<file path="config.mk">
export PLATFORM = sky130hd
export DESIGN_NAME = csw_top
export DESIGN_NICKNAME = d
export VERILOG_FILES = /design/src/csw_pkg.sv /design/src/csw_top.sv
export VERILOG_INCLUDE_DIRS = /design/src /design/src/src
export SDC_FILE = /design/constraint.sdc
export NUM_CORES = 1
export LEC_CHECK = 0
export BUFFER_PORTS_ARGS = -buffer_cell sky130_fd_sc_hd__buf_2
export CELL_PAD_IN_SITES_DETAIL_PLACEMENT = 1
export CELL_PAD_IN_SITES_GLOBAL_PLACEMENT = 2
export CORE_MARGIN = 2
export CORE_UTILIZATION = 26
export DETAILED_ROUTE_END_ITERATION = 16
export PLACE_DENSITY_LB_ADDON = 0.1
export SYNTH_ARGS = -nofsm -noshare
export SYNTH_HDL_FRONTEND = slang
export SYNTH_SLANG_ARGS = --single-unit
export TNS_END_PERCENT = 5
</file>
<file path="constraint.sdc">
create_clock -name clk -period 2.11 [get_ports clk]
set_input_delay 0 -clock clk [delete_from_list [all_inputs] [get_ports clk]]
set_output_delay 0 -clock clk [all_outputs]
set_load 0.02 [all_outputs]
</file>
<file path="src/csw_defines.svh">
`ifndef CSW_DEFINES_SVH
`define CSW_DEFINES_SVH

// Source codes for the new/current source fields
`define CSW_SRC_FRC        3'h0
`define CSW_SRC_FRC_PLL    3'h1
`define CSW_SRC_PRI        3'h2
`define CSW_SRC_PRI_PLL    3'h3
`define CSW_SRC_LP         3'h4
`define CSW_SRC_LOWPOWER_RC_OSC       3'h5

// Primary submode codes
`define CSW_SUB_EC         2'h0
`define CSW_SUB_MS         2'h1
`define CSW_SUB_HS         2'h2

// Control register field positions
`define CSW_CUR_LSB        12
`define CSW_NEW_LSB        8
`define CSW_LOCK_BIT       5
`define CSW_FAIL_BIT       3
`define CSW_KEEP_BIT       1
`define CSW_REQ_BIT        0

// Unlock keys, written back to back
`define CSW_KEY_FIRST      8'h5a
`define CSW_KEY_SECOND     8'ha5

// Timing counts
`define CSW_SETTLE_CYCLES  4'ha
`define CSW_FAIL_WINDOW    4'h3

`endif

</file>
<file path="src/csw_pkg.sv">
`default_nettype none
package csw_pkg;

    // Per-oscillator bundle: enables and clock ticks
    typedef struct packed {
        logic fast_rc_osc;
        logic pri;
        logic lp;
        logic lowpower_rc_osc;
    } csw_osc_s;

    // Switch sequencer states
    typedef enum logic [4:0] {
        ST_IDLE   = 5'h01,
        ST_CHECK  = 5'h02,
        ST_START  = 5'h04,
        ST_SETTLE = 5'h08,
        ST_DONE   = 5'h10
    } csw_state_e;

endpackage
`default_nettype wire

</file>
<file path="src/csw_top.sv">
`default_nettype none
`include "csw_defines.svh"

module csw_top
    import csw_pkg::*;
(
    input  wire logic           clk,
    input  wire logic           sys_rst,
    input  wire logic           switch_enable_cfg,
    input  wire logic [2:0]     initial_source_cfg,
    input  wire logic [1:0]     primary_submode_cfg,
    input  wire logic           wdt_lowpower_rc_osc_request,
    input  wire logic           sleep_mode,
    input  wire logic           key_wr,
    input  wire logic [7:0]     key_data,
    input  wire logic           wr_en,
    input  wire logic           wr_high,
    input  wire logic [7:0]     wr_data,
    input  wire logic           startup_timer_done,
    input  wire logic           pll_lock_in,
    input  wire csw_osc_s       src_tick,
    output logic [15:0]         osc_control_reg,
    output csw_osc_s            osc_on,
    output logic                pll_on,
    output logic [2:0]          sys_clk_sel,
    output logic [1:0]          primary_submode,
    output logic                clock_fail_trap,
    output logic                switch_busy
);

    // ----------------------------------------------------------------
    // Helper functions
    // ----------------------------------------------------------------
    // Oscillator that a source code needs
    function automatic csw_osc_s osc_of(input logic [2:0] src);
        csw_osc_s o;
        o = '0;
        unique case (src)
            `CSW_SRC_FRC, `CSW_SRC_FRC_PLL: o.fast_rc_osc  = 1'b1;
            `CSW_SRC_PRI, `CSW_SRC_PRI_PLL: o.pri  = 1'b1;
            `CSW_SRC_LP:                    o.lp   = 1'b1;
            default:                        o.lowpower_rc_osc = 1'b1;
        endcase
        return o;
    endfunction
    // Source runs through the PLL
    function automatic logic uses_pll(input logic [2:0] src);
        return (src == `CSW_SRC_FRC_PLL) || (src == `CSW_SRC_PRI_PLL);
    endfunction
    // Source is a crystal needing the start-up timer
    function automatic logic is_crystal(input logic [2:0] src, input logic [1:0] sub);
        return (src == `CSW_SRC_LP) ||
               (((src == `CSW_SRC_PRI) || (src == `CSW_SRC_PRI_PLL)) && (sub != `CSW_SUB_EC));
    endfunction

    // ----------------------------------------------------------------
    // State
    // ----------------------------------------------------------------
    csw_state_e  state,     next_state;
    logic [2:0]  cur_src,   next_cur_src;
    logic [2:0]  new_src,   next_new_src;
    logic        req,       next_req;
    logic        lock_stat, next_lock_stat;
    logic        fail_flag, next_fail_flag;
    logic        keep_lp,   next_keep_lp;
    logic [1:0]  key_stage, next_key_stage;
    logic [3:0]  settle,    next_settle;
    logic [3:0]  win,       next_win;
    logic        was_on,    next_was_on;
    logic        trap,      next_trap;
    csw_osc_s    osc_en,    next_osc_en;
    logic        pll_en,    next_pll_en;
    logic [1:0]  submode,   next_submode;
    logic        sw_on;
    logic        failsafe_monitor_on;
    logic        unlocked;
    csw_osc_s    tgt_osc;
    csw_osc_s    cur_osc;
    logic        tgt_tick;
    logic        cur_tick;
    logic        fail_now;
    // Enables, unlock state and oscillator views
    assign sw_on    = ~switch_enable_cfg;
    assign failsafe_monitor_on  = sw_on;
    assign unlocked = (key_stage == 2'h2);
    assign tgt_osc  = osc_of(new_src);
    assign cur_osc  = osc_of(cur_src);
    assign tgt_tick = |(src_tick & tgt_osc);
    assign cur_tick = |(src_tick & cur_osc);
    assign fail_now = failsafe_monitor_on && !sleep_mode && src_tick.lowpower_rc_osc && !cur_tick
                      && (win == `CSW_FAIL_WINDOW - 4'h1);

    // ----------------------------------------------------------------
    // Next-value logic
    // ----------------------------------------------------------------
    // Unlock keys, register writes, switch sequencer and fail monitor
    always_comb begin
        next_state     = state;
        next_cur_src   = cur_src;
        next_new_src   = new_src;
        next_req       = req;
        next_lock_stat = lock_stat && pll_lock_in && pll_en;
        next_fail_flag = fail_flag;
        next_keep_lp   = keep_lp;
        next_key_stage = 2'h0;
        next_settle    = settle;
        next_win       = win;
        next_was_on    = was_on;
        next_trap      = 1'b0;
        next_submode   = primary_submode_cfg;
        // Two keys back to back arm one following write
        if (key_wr && key_data == `CSW_KEY_FIRST) begin
            next_key_stage = 2'h1;
        end else if (key_wr && key_data == `CSW_KEY_SECOND && key_stage == 2'h1) begin
            next_key_stage = 2'h2;
        end
        // Byte writes only while unlocked
        if (wr_en && unlocked) begin
            if (wr_high) begin
                next_new_src = wr_data[`CSW_NEW_LSB-8 +: 3];
            end else begin
                next_keep_lp = wr_data[`CSW_KEEP_BIT];
                if (!wr_data[`CSW_FAIL_BIT]) begin
                    next_fail_flag = 1'b0;
                end
                if (wr_data[`CSW_REQ_BIT] && sw_on && state == ST_IDLE) begin
                    next_req   = 1'b1;
                    next_state = ST_CHECK;
                end
            end
        end

        // Switch sequence; processor is never stalled
        unique case (state)
            ST_IDLE: ;
            ST_CHECK: begin
                if (new_src == cur_src) begin
                    next_req   = 1'b0;
                    next_state = ST_IDLE;
                end else begin
                    next_lock_stat = 1'b0;
                    next_fail_flag = 1'b0;
                    next_was_on    = |(osc_en & tgt_osc);
                    next_state     = ST_START;
                end
            end
            ST_START: begin
                if ((!is_crystal(new_src, submode) || was_on || startup_timer_done) &&
                    (!uses_pll(new_src) || pll_lock_in)) begin
                    next_settle = 4'h0;
                    next_state  = ST_SETTLE;
                end
            end
            ST_SETTLE: begin
                if (tgt_tick) begin
                    next_settle = settle + 4'h1;
                    if (settle == `CSW_SETTLE_CYCLES - 4'h1) begin
                        next_state = ST_DONE;
                    end
                end
            end
            ST_DONE: begin
                next_cur_src = new_src;
                next_req     = 1'b0;
                next_state   = ST_IDLE;
            end
        endcase
        // Lock status follows the PLL while idle on a PLL source
        if (uses_pll(cur_src) && pll_lock_in && pll_en && state == ST_IDLE) begin
            next_lock_stat = 1'b1;
        end

        // Missing-edge window counted in low-power RC ticks
        if (!failsafe_monitor_on || cur_tick) begin
            next_win = 4'h0;
        end else if (src_tick.lowpower_rc_osc) begin
            next_win = win + 4'h1;
        end

        // Failure: trap and fall back to fast RC, keeping the PLL only if the failed source used it
        if (fail_now) begin
            next_fail_flag = 1'b1;
            next_trap      = 1'b1;
            next_cur_src   = uses_pll(cur_src) ? `CSW_SRC_FRC_PLL : `CSW_SRC_FRC;
            next_req       = 1'b0;
            next_win       = 4'h0;
            next_state     = ST_IDLE;
        end

        // Disabled switching pins status to config and kills request
        if (!sw_on) begin
            next_cur_src = initial_source_cfg;
            next_req     = 1'b0;
            next_state   = ST_IDLE;
        end
    end

    // Oscillator enables: current, target while switching, kept ones
    always_comb begin
        next_osc_en = osc_of(next_cur_src);
        next_pll_en = uses_pll(next_cur_src);
        if (next_state != ST_IDLE && next_state != ST_CHECK) begin
            next_osc_en = next_osc_en | tgt_osc;
            next_pll_en = next_pll_en | uses_pll(new_src);
        end
        if (next_keep_lp) begin
            next_osc_en.lp = 1'b1;
        end
        if (failsafe_monitor_on) begin
            next_osc_en.lowpower_rc_osc = !sleep_mode;
        end else if (wdt_lowpower_rc_osc_request) begin
            next_osc_en.lowpower_rc_osc = 1'b1;
        end
    end

    // ----------------------------------------------------------------
    // Registers
    // ----------------------------------------------------------------
    // Register all state; reset catches the initial source
    always_ff @(posedge clk) begin
        if (sys_rst) begin
            state     <= ST_IDLE;
            cur_src   <= initial_source_cfg;
            new_src   <= initial_source_cfg;
            req       <= 1'b0;
            lock_stat <= 1'b0;
            fail_flag <= 1'b0;
            keep_lp   <= 1'b0;
            key_stage <= 2'h0;
            settle    <= 4'h0;
            win       <= 4'h0;
            was_on    <= 1'b0;
            trap      <= 1'b0;
            osc_en    <= osc_of(initial_source_cfg);
            pll_en    <= uses_pll(initial_source_cfg);
            submode   <= primary_submode_cfg;
        end else begin
            state     <= next_state;
            cur_src   <= next_cur_src;
            new_src   <= next_new_src;
            req       <= next_req;
            lock_stat <= next_lock_stat;
            fail_flag <= next_fail_flag;
            keep_lp   <= next_keep_lp;
            key_stage <= next_key_stage;
            settle    <= next_settle;
            win       <= next_win;
            was_on    <= next_was_on;
            trap      <= next_trap;
            osc_en    <= next_osc_en;
            pll_en    <= next_pll_en;
            submode   <= next_submode;
        end
    end

    // ----------------------------------------------------------------
    // Outputs
    // ----------------------------------------------------------------
    // Control/status word from the source, status and request registers
    always_comb begin
        osc_control_reg                      = 16'h0000;
        osc_control_reg[`CSW_CUR_LSB +: 3]   = cur_src;
        osc_control_reg[`CSW_NEW_LSB +: 3]   = new_src;
        osc_control_reg[`CSW_LOCK_BIT]       = lock_stat;
        osc_control_reg[`CSW_FAIL_BIT]       = fail_flag;
        osc_control_reg[`CSW_KEEP_BIT]       = keep_lp;
        osc_control_reg[`CSW_REQ_BIT]        = req;
    end
    // Oscillator controls and status pins
    assign osc_on          = osc_en;
    assign pll_on          = pll_en;
    assign sys_clk_sel     = cur_src;
    assign primary_submode = submode;
    assign clock_fail_trap = trap;
    assign switch_busy     = (state != ST_IDLE);

endmodule // csw_top
`default_nettype wire

</file>
==> results by group <==
Floorplan
  • Number of cell rows: 32
  • Die Footprint: 0.00853 mm²
  • Placeable core region: 0.00765 mm²
  • Die Ht: 92.4 µm
  • Die W: 92.4 µm
  • Initial standard-cell utilization of the core: 0.265
  • I/O pin count: 63

Critical path
  • Arrival time at the worst endpoint: 2450 ps
  • Nature of the critical path endpoint: flop
  • Cell breakdown of the critical path: or4b_4 -> o221a_4 -> nand3_4 -> a22oi_2 -> or4b_4 -> a31oi_4 -> o31ai_1
  • Critical Path Most Common Cell: or4b_4
  • Endpoint required time on the critical path: 2280 ps
  • Reg2Reg Depth: 7
  • Crit Path Class: reg -> reg
  • Crit path max fanout: 7
  • Max stage delay on crit path: 520 ps
  • Worst setup SP type: flop
  • Slowest library cell on the worst path: or4b_4

Yosys
  • Async set-or-reset flop fraction in the synthesized netlist: 0
  • Main area contributors after synthesis: dfxtp_1 31%, buf_4 4.8%, nor2_1 4.8%
  • Yosys reg bits: 34
  • Xor/xnor cell area share of the yosys netlist: 0.0388
  • Adder and majority gate portion of the synthesized area: 0.0247
  • Synth Area in Compound Gates: 0.177
  • Synthesized-area fraction occupied by and/or/nand/nor cells: 0.254
  • Multiplexer share of the synthesized area: 0.0524
  • Summed instance area of the synthesized netlist: 0.00203 mm²
  • Distinct cell type count of the synthesized netlist: 60
  • Main combinational cell family by area after synthesis: simple AND/OR/NAND/NOR gates
  • Number of enable flip-flop cells after synthesis: 3
  • Cell type contributing the most total cell area after synthesis: dfxtp_1
  • Most used standard cells in the synthesized netlist: 31 x dfxtp_1, 26 x nor2_1, 18 x nand2_1
  • Average instance area after synthesis: 8.60 µm²
  • Ys flop type: dfxtp_1
  • Number of warnings reported in the yosys synthesis log: 0
  • Most numerous cell in the Yosys netlist: dfxtp_1
  • Proportion of netlist area held by the largest area contributor: 0.306
  • Post-synthesis instance total: 236
  • Share of synthesized area occupied by flip-flops and latches: 0.350

Final layout
  • Final cell area excluding filler cells: 0.00283 mm²
  • Filler cells: 939
  • Combined flip-flop and latch cell area: 711 µm²
  • Fraction of layout cells with a size suffix above 1: 0.375
  • Layout Cells excl Fill: 430
  • Total Nets Final: 366
  • Multi-input combinational cell area: 0.00118 mm²
  • Antenna cell count: 0
  • Synth-to-layout area growth: 39.2%

Placement
  • DP HPWL: 5190 µm
  • Worst slack, placed: -211 ps
  • Weighted congestion at the end of routability-driven global placement: 0.776
  • Port Buffers: 52
  • Area post-placement: 0.00257 mm²
  • Placed insts: 407

Detailed routing
  • Number of DRC markers after the initial detailed-route iteration: 34
  • Final wirelength: 6470 µm
  • Total via count after detailed routing: 2,013
  • Drt drc: 0
  • Remaining antenna violation count: 0
  • Routed length per instance: 15.1 µm
  • Number of iterations in the first detailed-routing pass: 4
  • Avg Vias per Cell: 4.68

Global routing
  • GRT Resource Usage Total: 0.159
  • Global-route wire length before repair: 10,600 µm
  • Antenna violations before repair: 0
  • Vias in the first global route: 2,058
  • Global-route congestion overflow total: 0
  • Largest net degree at the start of global routing: 21

CTS
  • Clock latency reported for the late side of the worst-skew pair: 290 ps
  • Clock slew at the register clock pins of the worst setup and hold paths: 80 ps
  • Total number of H-tree levels: 2
  • Clock root cell: clkbuf_8
  • Clock sinks: 34
  • TritonCTS Buffers: 5
  • CTS tree: yes
  • Number of buffers on the longest clock path: 2

STA
  • Ratio of final minimum period to clock period: 1.08
  • Endpoints failing setup: 4
  • Crit path time final: 2280 ps
  • Max-slew violation count: 0
  • Smallest setup slack after layout: -171 ps
  • Minimum hold slack: 16.2 ps
  • Setup skew after layout: 7.08 ps
  • Maximum operating frequency: 438 MHz
  • Rel. slew slack: 0.649
  • Actual transition at the worst max-transition pin: 522 ps
  • Final Hold Viols: 0
  • RSZ-0062 raised after global routing: yes

Run status
  • Run status: complete, but fails checks
  • Violations in the final reports: negative setup slack

Pwr
  • Worst voltage drop across the vdd grid: 0.190 mV
  • Pwr dens: 538 mW/mm²
  • Leakage: 1.22 nW

Min path
  • Worst hold path class: in -> reg
  • Count of cells along the worst hold path: 3

Job
  • Max cap viols: 0
[power breakdown]
group / switching (mW) / internal, mW
logic: 0.175 / 0.151
registers: 0.0269 / 0.675
clock network: 0.266 / 0.226
[layer usage]
metal / wire length [µm] / part of all wire / track usage
met5: 0 / 0 / 0
met4: 50 / 0.0077 / 0.0336
met3: 199 / 0.031 / 0.0293
met2: 3270 / 0.51 / 0.282
met1: 2950 / 0.46 / 0.201
[critical path: cells and delay by family (launching register included)]
family | cells | cell delay, ps
and+or+nand+nor | 3 | 1120
AOI/OAI and AO/OA | 4 | 530
DFF | 1 | 500
[repair_timing]
item,CTS,global route
setup endpoints to repair,4,8
hold endpoints to repair,7,0
resized for setup,5,1
hold buffers,11,0
buffers inserted,4,0
pin swaps,1,0
[cell type report]
cell class | instances | share of cell area
Clock buffer | 5 | 0.0244
Inverter | 10 | 0.0133
Sequential cell | 34 | 0.252
Multi-Input combinational cell | 171 | 0.417
Timing Repair Buffer | 105 | 0.243
Tap cell | 102 | 0.0452
Clock inverter | 3 | 0.00576
[cell usage in the layout, fill, tap and decap left out, drive strengths merged, types with 4 or more instances in the layout]
master,instances
a21oi,10
a22oi,4
buf,94
clkbuf,5
conb,6
dfxtp,31
dlygate4sd3,11
ha,4
inv,10
mux2,5
mux2i,5
nand2,18
nand2b,5
nand3,7
nor2,26
nor3,11
o21ai,8
o31ai,5
or3,6
xnor2,6
[cell families (layout without fill, tap and decap cells)]
kind of cell | after synthesis | count (layout)
DFF | 34 | 34
AOI/OAI and AO/OA | 48 | 48
and+or+nand+nor | 94 | 94
other | 1 | 6
buffers and inverters | 36 | 123
xor gates and xnor gates | 9 | 9
muxes | 10 | 10
adders and majority gates | 4 | 4
[worst paths after layout]
kind,startpoint,to,slack (ps)
worst min register to register,pll_on,lock_stat,460
worst min-delay path,initial_source_cfg[0],sys_clk_sel[0],20
worst max-delay path,new_src[1],osc_on[2],-170
worst max register to register,new_src[1],osc_on[2],-170
[flip-flops by register name (all words and copies together), names as in the netlist, 2 cells and up]
name,flops
primary_submode,2
key_stage,2
osc_on,4
new_src,3
state,5
win,4
settle,4
sys_clk_sel,3
[through the flow]
stage / utilization / total power [mW] / TNS, ps
5_1_grt: 0.369 / 1.61 / -1160
2_1_floorplan: - / 0.899 / -773
6_report: 0.369 / 1.52 / -616
3_5_place_dp: 0.336 / 1.02 / -768
3_3_place_gp: 0.336 / 1.02 / -552
4_1_cts: 0.369 / 1.55 / -654
(Power assumes the default switching activity.)
